$ cat config.mk
export PLATFORM = sky130hd
export DESIGN_NAME = pdc_top
export DESIGN_NICKNAME = d
export VERILOG_FILES = /design/src/hw/pdc_gate.v /design/src/hw/pdc_top.v
export VERILOG_INCLUDE_DIRS = /design/src /design/src/include
export SDC_FILE = /design/constraint.sdc
export NUM_CORES = 1
export LEC_CHECK = 0
export BUFFER_PORTS_ARGS = -buffer_cell sky130_fd_sc_hd__clkbuf_2
export CAP_MARGIN = 10
export CORE_ASPECT_RATIO = 2
export CORE_UTILIZATION = 27
export DETAILED_ROUTE_END_ITERATION = 8
export PLACE_DENSITY = 0.55
export SYNTH_ARGS = -nofsm -noshare
export SYNTH_HDL_FRONTEND = slang
export SYNTH_SLANG_ARGS = --single-unit
$ cat constraint.sdc
create_clock -name ref_clk_i -period 1.95 [get_ports ref_clk_i]
set_clock_uncertainty 0.15 [all_clocks]
set_input_delay 0.0975 -clock ref_clk_i [delete_from_list [all_inputs] [get_ports ref_clk_i]]
set_output_delay 0.0975 -clock ref_clk_i [all_outputs]
set_load 0.1 [all_outputs]
$ cat src/include/pdc_regs.vh
// register map, field positions and timing constants of the peripheral disable control block
`ifndef PDC_REGS_VH
`define PDC_REGS_VH

// ----------------------------------------------------------------
// register byte offsets on the wishbone bus
// ----------------------------------------------------------------
`define PDC_OFS_CTRL        4'h0
`define PDC_OFS_STAT        4'h4
`define PDC_OFS_SET         4'h8
`define PDC_OFS_CLR         4'hc
`define PDC_ADDR_W          4

// ----------------------------------------------------------------
// field positions in peripheral_disable_ctrl_one
// ----------------------------------------------------------------
`define PDC_BIT_TIMER_FIVE  15
`define PDC_BIT_TIMER_FOUR  14
`define PDC_BIT_TIMER_THREE 13
`define PDC_BIT_TIMER_TWO   12
`define PDC_BIT_TIMER_ONE   11
`define PDC_BIT_I2C_ONE     7
`define PDC_BIT_UART_TWO    6
`define PDC_BIT_UART_ONE    5
`define PDC_BIT_SPI_TWO     4
`define PDC_BIT_SPI_ONE     3
`define PDC_BIT_CAN_TWO     2
`define PDC_BIT_CAN_ONE     1
`define PDC_BIT_ADC_ONE     0
`define PDC_BIT_PENDING     16

// ----------------------------------------------------------------
// widths, reset value and masks
// ----------------------------------------------------------------
`define PDC_REG_W           16
`define PDC_NUM_PERIPH      13
`define PDC_CTRL_RESET      16'h0000
`define PDC_CTRL_WMASK      16'hf8ff
`define PDC_PRESENT_MASK    13'h1fff

// ----------------------------------------------------------------
// timing: one instruction cycle of delay, counted in system clocks
// ----------------------------------------------------------------
`define PDC_DELAY_CLKS      4'h1
`define PDC_CNT_W           4

`endif

$ cat src/hw/pdc_gate.v
// one peripheral's delayed clock-gate enable and register-access enable
`timescale 1ns/100ps
`include "pdc_regs.vh"

module pdc_gate
(
    input  wire ref_clk_i,
    input  wire rst_i,
    input  wire off_i,
    input  wire present_i,
    output wire clk_en_o,
    output wire live_o,
    output wire pending_o
);

    // ----------------------------------------------------------------
    // state
    // ----------------------------------------------------------------
    reg                  applied_off_r;
    reg                  applied_off_nxt;
    reg [`PDC_CNT_W-1:0] cnt_r;
    reg [`PDC_CNT_W-1:0] cnt_nxt;
    reg                  clk_en_r;
    wire                 want_off;

    // absent peripherals are never enabled
    assign want_off = off_i | ~present_i;

    // count the delay once the wanted state differs from the applied one
    always @*
    begin
        applied_off_nxt = applied_off_r;
        cnt_nxt         = {`PDC_CNT_W{1'b0}};
        if (want_off != applied_off_r)
        begin
            if (cnt_r == `PDC_DELAY_CLKS - 4'h1)
                applied_off_nxt = want_off;
            else
                cnt_nxt = cnt_r + 4'h1;
        end
    end

    // registered gate enable, never glitches
    always @(posedge ref_clk_i)
    begin
        if (rst_i)
        begin
            applied_off_r <= 1'b0;
            cnt_r         <= {`PDC_CNT_W{1'b0}};
            clk_en_r      <= 1'b0;
        end
        else
        begin
            applied_off_r <= applied_off_nxt;
            cnt_r         <= cnt_nxt;
            clk_en_r      <= ~applied_off_nxt & present_i;
        end
    end

    assign clk_en_o  = clk_en_r;
    assign live_o    = clk_en_r;
    assign pending_o = (want_off != applied_off_r);

endmodule // pdc_gate

$ cat src/hw/pdc_top.v
// peripheral disable control register with wishbone slave and per-module clock gates
//
// Design decisions made here: the register offsets and the Wishbone slave port.
`timescale 1ns/100ps
`include "pdc_regs.vh"

// Summary of operation
// - bit 15 set stops all clocks of timer five; clear lets it run.
// - bit 14 set stops timer four clocks; clear keeps it enabled.
// - bit 13 set disables timer three; clear keeps it enabled.
// - bit 12 set disables timer two; clear enables it.
// - bit 11 set disables timer one; clear keeps it enabled.
// - bits 10 to 8 ignore writes and always read zero.
// - bits 7..0 disable i2c, uart2, uart1, spi2, spi1, can2, can1, adc.
// - every implemented bit resets to zero; gates are off during reset, present peripherals enabled one clock after it.
// - a change takes effect on the module one instruction cycle later.
// - disabled module's registers ignore writes and read invalid.
module pdc_top
(
    input  wire        ref_clk_i,
    input  wire        rst_i,
    // wishbone classic slave
    input  wire        wb_cyc_i,
    input  wire        wb_stb_i,
    input  wire        wb_we_i,
    input  wire [3:0]  wb_adr_i,
    input  wire [3:0]  wb_sel_i,
    input  wire [31:0] wb_dat_i,
    output wire [31:0] wb_dat_o,
    output wire        wb_ack_o,
    output wire        wb_err_o,
    // per-module clock-gate enables, high = clock runs
    output wire        timer_five_clk_en_o,
    output wire        timer_four_clk_en_o,
    output wire        timer_three_clk_en_o,
    output wire        timer_two_clk_en_o,
    output wire        timer_one_clk_en_o,
    output wire        i2c_port_one_clk_en_o,
    output wire        uart_two_clk_en_o,
    output wire        uart_one_clk_en_o,
    output wire        spi_two_clk_en_o,
    output wire        spi_one_clk_en_o,
    output wire        can_two_clk_en_o,
    output wire        can_one_clk_en_o,
    output wire        adc_one_clk_en_o,
    // per-module register access enables, same bit order as the gates
    output wire [12:0] periph_regs_live_o
);

    // ----------------------------------------------------------------
    // declarations
    // ----------------------------------------------------------------
    reg  [`PDC_REG_W-1:0]     ctrl_r;
    reg  [`PDC_REG_W-1:0]     ctrl_nxt;
    reg                       ack_r;
    reg                       err_r;
    reg  [31:0]               dat_r;
    reg  [31:0]               dat_nxt;
    reg                       err_nxt;
    wire                      req;
    wire                      wr;
    wire                      hit_ctrl;
    wire                      hit_stat;
    wire                      hit_set;
    wire                      hit_clr;
    wire                      hit_any;
    wire [`PDC_REG_W-1:0]     lane_mask;
    wire [`PDC_REG_W-1:0]     wmask;
    wire [`PDC_NUM_PERIPH-1:0] off_vec;
    wire [`PDC_NUM_PERIPH-1:0] en_vec;
    wire [`PDC_NUM_PERIPH-1:0] live_vec;
    wire [`PDC_NUM_PERIPH-1:0] pend_vec;
    wire [`PDC_NUM_PERIPH-1:0] present_vec;
    wire [`PDC_REG_W-1:0]     stat_off;
    wire                      any_pending;

    // ----------------------------------------------------------------
    // bus decode
    // ----------------------------------------------------------------

    // new request only while no answer is out
    assign req      = wb_cyc_i & wb_stb_i & ~ack_r & ~err_r;
    assign wr       = req & wb_we_i;
    assign hit_ctrl = (wb_adr_i == `PDC_OFS_CTRL);
    assign hit_stat = (wb_adr_i == `PDC_OFS_STAT);
    assign hit_set  = (wb_adr_i == `PDC_OFS_SET);
    assign hit_clr  = (wb_adr_i == `PDC_OFS_CLR);
    assign hit_any  = hit_ctrl | hit_stat | hit_set | hit_clr;

    // byte lanes: sel 0 covers bits 7..0, sel 1 covers 15..8
    assign lane_mask = {{8{wb_sel_i[1]}}, {8{wb_sel_i[0]}}};

    assign wmask = lane_mask & `PDC_CTRL_WMASK;

    // ----------------------------------------------------------------
    // control register next value
    // ----------------------------------------------------------------

    // plain write, set alias and clear alias
    always @*
    begin
        ctrl_nxt = ctrl_r;
        if (wr & hit_ctrl)
            ctrl_nxt = (ctrl_r & ~wmask) | (wb_dat_i[`PDC_REG_W-1:0] & wmask);
        else if (wr & hit_set)
            ctrl_nxt = ctrl_r | (wb_dat_i[`PDC_REG_W-1:0] & wmask);
        else if (wr & hit_clr)
            ctrl_nxt = ctrl_r & ~(wb_dat_i[`PDC_REG_W-1:0] & wmask);
    end

    // ----------------------------------------------------------------
    // read data and error
    // ----------------------------------------------------------------

    // status: applied off state per bit plus a pending flag
    assign stat_off = {en_vec[12:8] ^ present_vec[12:8] | ~present_vec[12:8],
                       3'h0,
                       en_vec[7:0] ^ present_vec[7:0] | ~present_vec[7:0]};
    assign any_pending = |pend_vec;

    // read mux, unmapped answers with err and zero data
    always @*
    begin
        dat_nxt = 32'h0000_0000;
        err_nxt = 1'b0;
        if (req)
        begin
            if (!hit_any)
                err_nxt = 1'b1;
            else if (!wb_we_i && hit_ctrl)
                dat_nxt = {16'h0000, ctrl_r & `PDC_CTRL_WMASK};
            else if (!wb_we_i && hit_stat)
                dat_nxt = {15'h0000, any_pending, stat_off};
        end
    end

    // ----------------------------------------------------------------
    // registers
    // ----------------------------------------------------------------

    // all disable bits reset to zero
    always @(posedge ref_clk_i)
    begin
        if (rst_i)
        begin
            ctrl_r <= `PDC_CTRL_RESET;
            ack_r  <= 1'b0;
            err_r  <= 1'b0;
            dat_r  <= 32'h0000_0000;
        end
        else
        begin
            ctrl_r <= ctrl_nxt;
            ack_r  <= req & hit_any;
            err_r  <= err_nxt;
            dat_r  <= dat_nxt;
        end
    end

    assign wb_ack_o = ack_r;
    assign wb_err_o = err_r;
    assign wb_dat_o = dat_r;

    // ----------------------------------------------------------------
    // per-module mapping of control bits
    // ----------------------------------------------------------------

    assign off_vec[12] = ctrl_r[`PDC_BIT_TIMER_FIVE];
    assign off_vec[11] = ctrl_r[`PDC_BIT_TIMER_FOUR];
    assign off_vec[10] = ctrl_r[`PDC_BIT_TIMER_THREE];
    assign off_vec[9]  = ctrl_r[`PDC_BIT_TIMER_TWO];
    assign off_vec[8]  = ctrl_r[`PDC_BIT_TIMER_ONE];
    assign off_vec[7]  = ctrl_r[`PDC_BIT_I2C_ONE];
    assign off_vec[6]  = ctrl_r[`PDC_BIT_UART_TWO];
    assign off_vec[5]  = ctrl_r[`PDC_BIT_UART_ONE];
    assign off_vec[4]  = ctrl_r[`PDC_BIT_SPI_TWO];
    assign off_vec[3]  = ctrl_r[`PDC_BIT_SPI_ONE];
    assign off_vec[2]  = ctrl_r[`PDC_BIT_CAN_TWO];
    assign off_vec[1]  = ctrl_r[`PDC_BIT_CAN_ONE];
    assign off_vec[0]  = ctrl_r[`PDC_BIT_ADC_ONE];

    assign present_vec = `PDC_PRESENT_MASK;

    // ----------------------------------------------------------------
    // clock gates, one per module
    // ----------------------------------------------------------------

    genvar g;
    generate
        for (g = 0; g < `PDC_NUM_PERIPH; g = g + 1)
        begin : gen_gate
            pdc_gate u_gate
            (
                .ref_clk_i (ref_clk_i),
                .rst_i     (rst_i),
                .off_i     (off_vec[g]),
                .present_i (present_vec[g]),
                .clk_en_o  (en_vec[g]),
                .live_o    (live_vec[g]),
                .pending_o (pend_vec[g])
            );
        end
    endgenerate

    // ----------------------------------------------------------------
    // outputs to the peripherals
    // ----------------------------------------------------------------

    assign timer_five_clk_en_o   = en_vec[12];
    assign timer_four_clk_en_o   = en_vec[11];
    assign timer_three_clk_en_o  = en_vec[10];
    assign timer_two_clk_en_o    = en_vec[9];
    assign timer_one_clk_en_o    = en_vec[8];
    assign i2c_port_one_clk_en_o = en_vec[7];
    assign uart_two_clk_en_o     = en_vec[6];
    assign uart_one_clk_en_o     = en_vec[5];
    assign spi_two_clk_en_o      = en_vec[4];
    assign spi_one_clk_en_o      = en_vec[3];
    assign can_two_clk_en_o      = en_vec[2];
    assign can_one_clk_en_o      = en_vec[1];
    assign adc_one_clk_en_o      = en_vec[0];

    assign periph_regs_live_o = live_vec;

endmodule // pdc_top

==> flow_metrics.env <==
export IMPL_vdd_drop_max_uv=490
export IMPL_core_area_um2=16400
export IMPL_arrival_ps=1850
export IMPL_die_h_um=185
export IMPL_regArea_um2=2140
export IMPL_clk_pin_slew_ps=70
export IMPL_syn_avg_cell_area_um2=9.41
export IMPL_yosys_area_top_type="dfxtp_1"
export IMPL_ys_warn_count=0
export IMPL_pin_count=105
export IMPL_fp_dieArea_um2=17400
export IMPL_grt_setup_unrepaired="no"
export IMPL_area_growth_pct=19.9
export IMPL_place_area_um2=4940
export IMPL_synth_compound_area_share_pct=6.47
export IMPL_synth_commonest_cells="dfxtp_1 (107), nor2_1 (81), inv_1 (53)"
export IMPL_start_util_pct=27.8
export IMPL_ys_async_sr_fraction_pct=0
export IMPL_yosysUniqueCellTypes=27
export IMPL_synth_most_common_cell="dfxtp_1"
export IMPL_layoutNonFillerInstCount=766
export IMPL_grt_use_total_pct=11.1
export IMPL_p_leak_nw=2.28
export IMPL_ys_ff_latch=107
export IMPL_io_buffers=65
export IMPL_maxSlewViolCount=0
export IMPL_rows=66
export IMPL_place_congestion=0.731
export IMPL_drtPass1Iterations=4
export IMPL_synth_enable_flop_cells=0
export IMPL_grt_pass1_wl_um=14800
export IMPL_tightest_slew_ps=545
export IMPL_layout_drive_gt1_share_pct=17.6
export IMPL_dp_cells=731
export IMPL_final_cell_area_um2=5450
export IMPL_via_per_inst=4.22
export IMPL_dp_hpwl_um=6970
export IMPL_drtIter0Drc=120
export IMPL_synth_simple_area_share_pct=18.2
export IMPL_tritoncts="done"
export IMPL_nets=628
export IMPL_maxCapViolations=0
export IMPL_clk_latency_ps=340
export IMPL_htreeDepth=3
export IMPL_start_kind="input port"
export IMPL_critical_path_required_ps=2010
export IMPL_dieWidth_um=93.8
export IMPL_diodes=0
export IMPL_multiInputGateArea_um2=1990
export IMPL_endpoint_kind="flip-flop"
export IMPL_cts_root_buffer="clkbuf_16"
export IMPL_syn_area_um2=4550
export IMPL_wl_um=9220
export IMPL_synth_xor_area_share_pct=7.51
export IMPL_tns_ps=0
export IMPL_grt_overflow=0
export IMPL_status="complete, no violations"
export IMPL_nFillCells=1699
export IMPL_first_global_vias=3203
export IMPL_cts_sinks=107
export IMPL_maxSlewHeadroom_pct=63.8
export IMPL_critPathMaxFanout=8
export IMPL_route_vias_total=3231
export IMPL_hold_viol=0
export IMPL_synthAdderAreaFrac_pct=7.16
export IMPL_ys_flop_type="dfxtp_1"
export IMPL_setup_viol=0
export IMPL_wire_per_inst_um=12.0
export IMPL_antenna_found_initial=0
export IMPL_min_period_over_period_pct=91.8
export IMPL_grt_max_degree=41
export IMPL_min_path_type="in2reg"
export IMPL_synth_mux_area_share_pct=2.86
export IMPL_cts_made_buffers=9
export IMPL_synth_top_cell_area_share_pct=47.1
export IMPL_ant_nets=0
export IMPL_dp_slack_ps=220
export IMPL_setup_ws_ps=161
export IMPL_power_density_nw_per_um2=860
export IMPL_ys_seq_area_share_pct=47.1
export IMPL_synth_top_family_by_area="simple AND/OR/NAND/NOR gates"
export IMPL_clk_path_buf_depth=2
export IMPL_fmax_ghz=0.559
export IMPL_drc_errors=0
export IMPL_finalCriticalPeriod_ps=1790
export IMPL_ys_top_cells_by_area="dfxtp_1 (47%), ha_1 (7.2%), nor2_1 (6.7%)"
export IMPL_worstSetupPathType="in2reg"
export IMPL_synth_cells=483
power by group:
part           total, mW  internal [mW]  switching [mW]  leakage, nW
Clock               1.91           1.13           0.787        0.153
Sequential          2.22           2.20          0.0169        0.868
Combinational      0.551         0.0855           0.465         1.26
critical path: stages:
cell and delay (ps):
dlygate4sd3_1 530, clkbuf_2 130, nor3b_1 340, nand4_1 410, a21oi_1 250, o22ai_1 100
cell usage in the layout, fill, tap and decap left out, types with 14 or more instances in the layout:
cell / instances
clkbuf_2: 65
nor3b_1: 14
inv_1: 53
nand3_1: 16
nor2_1: 81
dlygate4sd3_1: 19
xnor2_1: 26
nand2b_1: 15
dfxtp_1: 105
ha_1: 26
conb_1: 18
routing by layer:
| metal | GRT usage [%] | part of all wire [%] |
|---|---|---|
| met3 | 1.51 | 3.2 |
| met5 | 0 | 0 |
| met4 | 5.42 | 2.4 |
| met1 | 12.3 | 42 |
| met2 | 20.4 | 52 |
kinds of logic (layout without fill, tap and decap cells):
logic type,Yosys count,after routing
simple gates,163,163
flops,107,107
buf+inv,95,157
compound gates,39,39
xor+xnor,39,39
fa+ha+maj,26,26
mux,13,13
other cells,1,18
timing repair:
| action | in CTS | in global routing |
|---|---|---|
| buffers inserted | 0 | 0 |
| endpoints found under the hold margin | 19 | 0 |
| hold buffers | 19 | 0 |
| resized for setup | 0 | 0 |
final timing paths:
| check | from | to | slack [ps] | depth (start not counted) |
|---|---|---|---|---|
| worst min-delay path | wb_adr_i[2] | wb_dat_o[16] | 20 | 3 |
| worst max register to register | wb_err_o | wb_dat_o[4] | 220 | 4 |
| worst max-delay path | wb_we_i | flip-flop | 160 | 6 |
| worst min register to register | gen_gate[12].u_gate.clk_en_o | wb_dat_o[15] | 310 | 1 |
final cells by class:
type / instances / area share (%)
inverters: 53 / 3.65
flip-flops and latches: 107 / 39.3
multi-input cells: 298 / 36.5
clock buffers: 10 / 4.20
repair buffers: 88 / 10.0
well taps: 204 / 4.68
clock inverters: 6 / 1.65
through the flow:
step                total power [mW]  util [%]  hold slack [ps]
finish                          4.68      33.3             20.4
detailed placement              2.80      30.2              206
CTS                             4.74      33.3             3.06
global route                    4.86      33.3             19.4
floorplan                       2.76         -             26.0
global placement                2.79      30.2              187
Note: power is estimated with default switching activity, not from simulation.
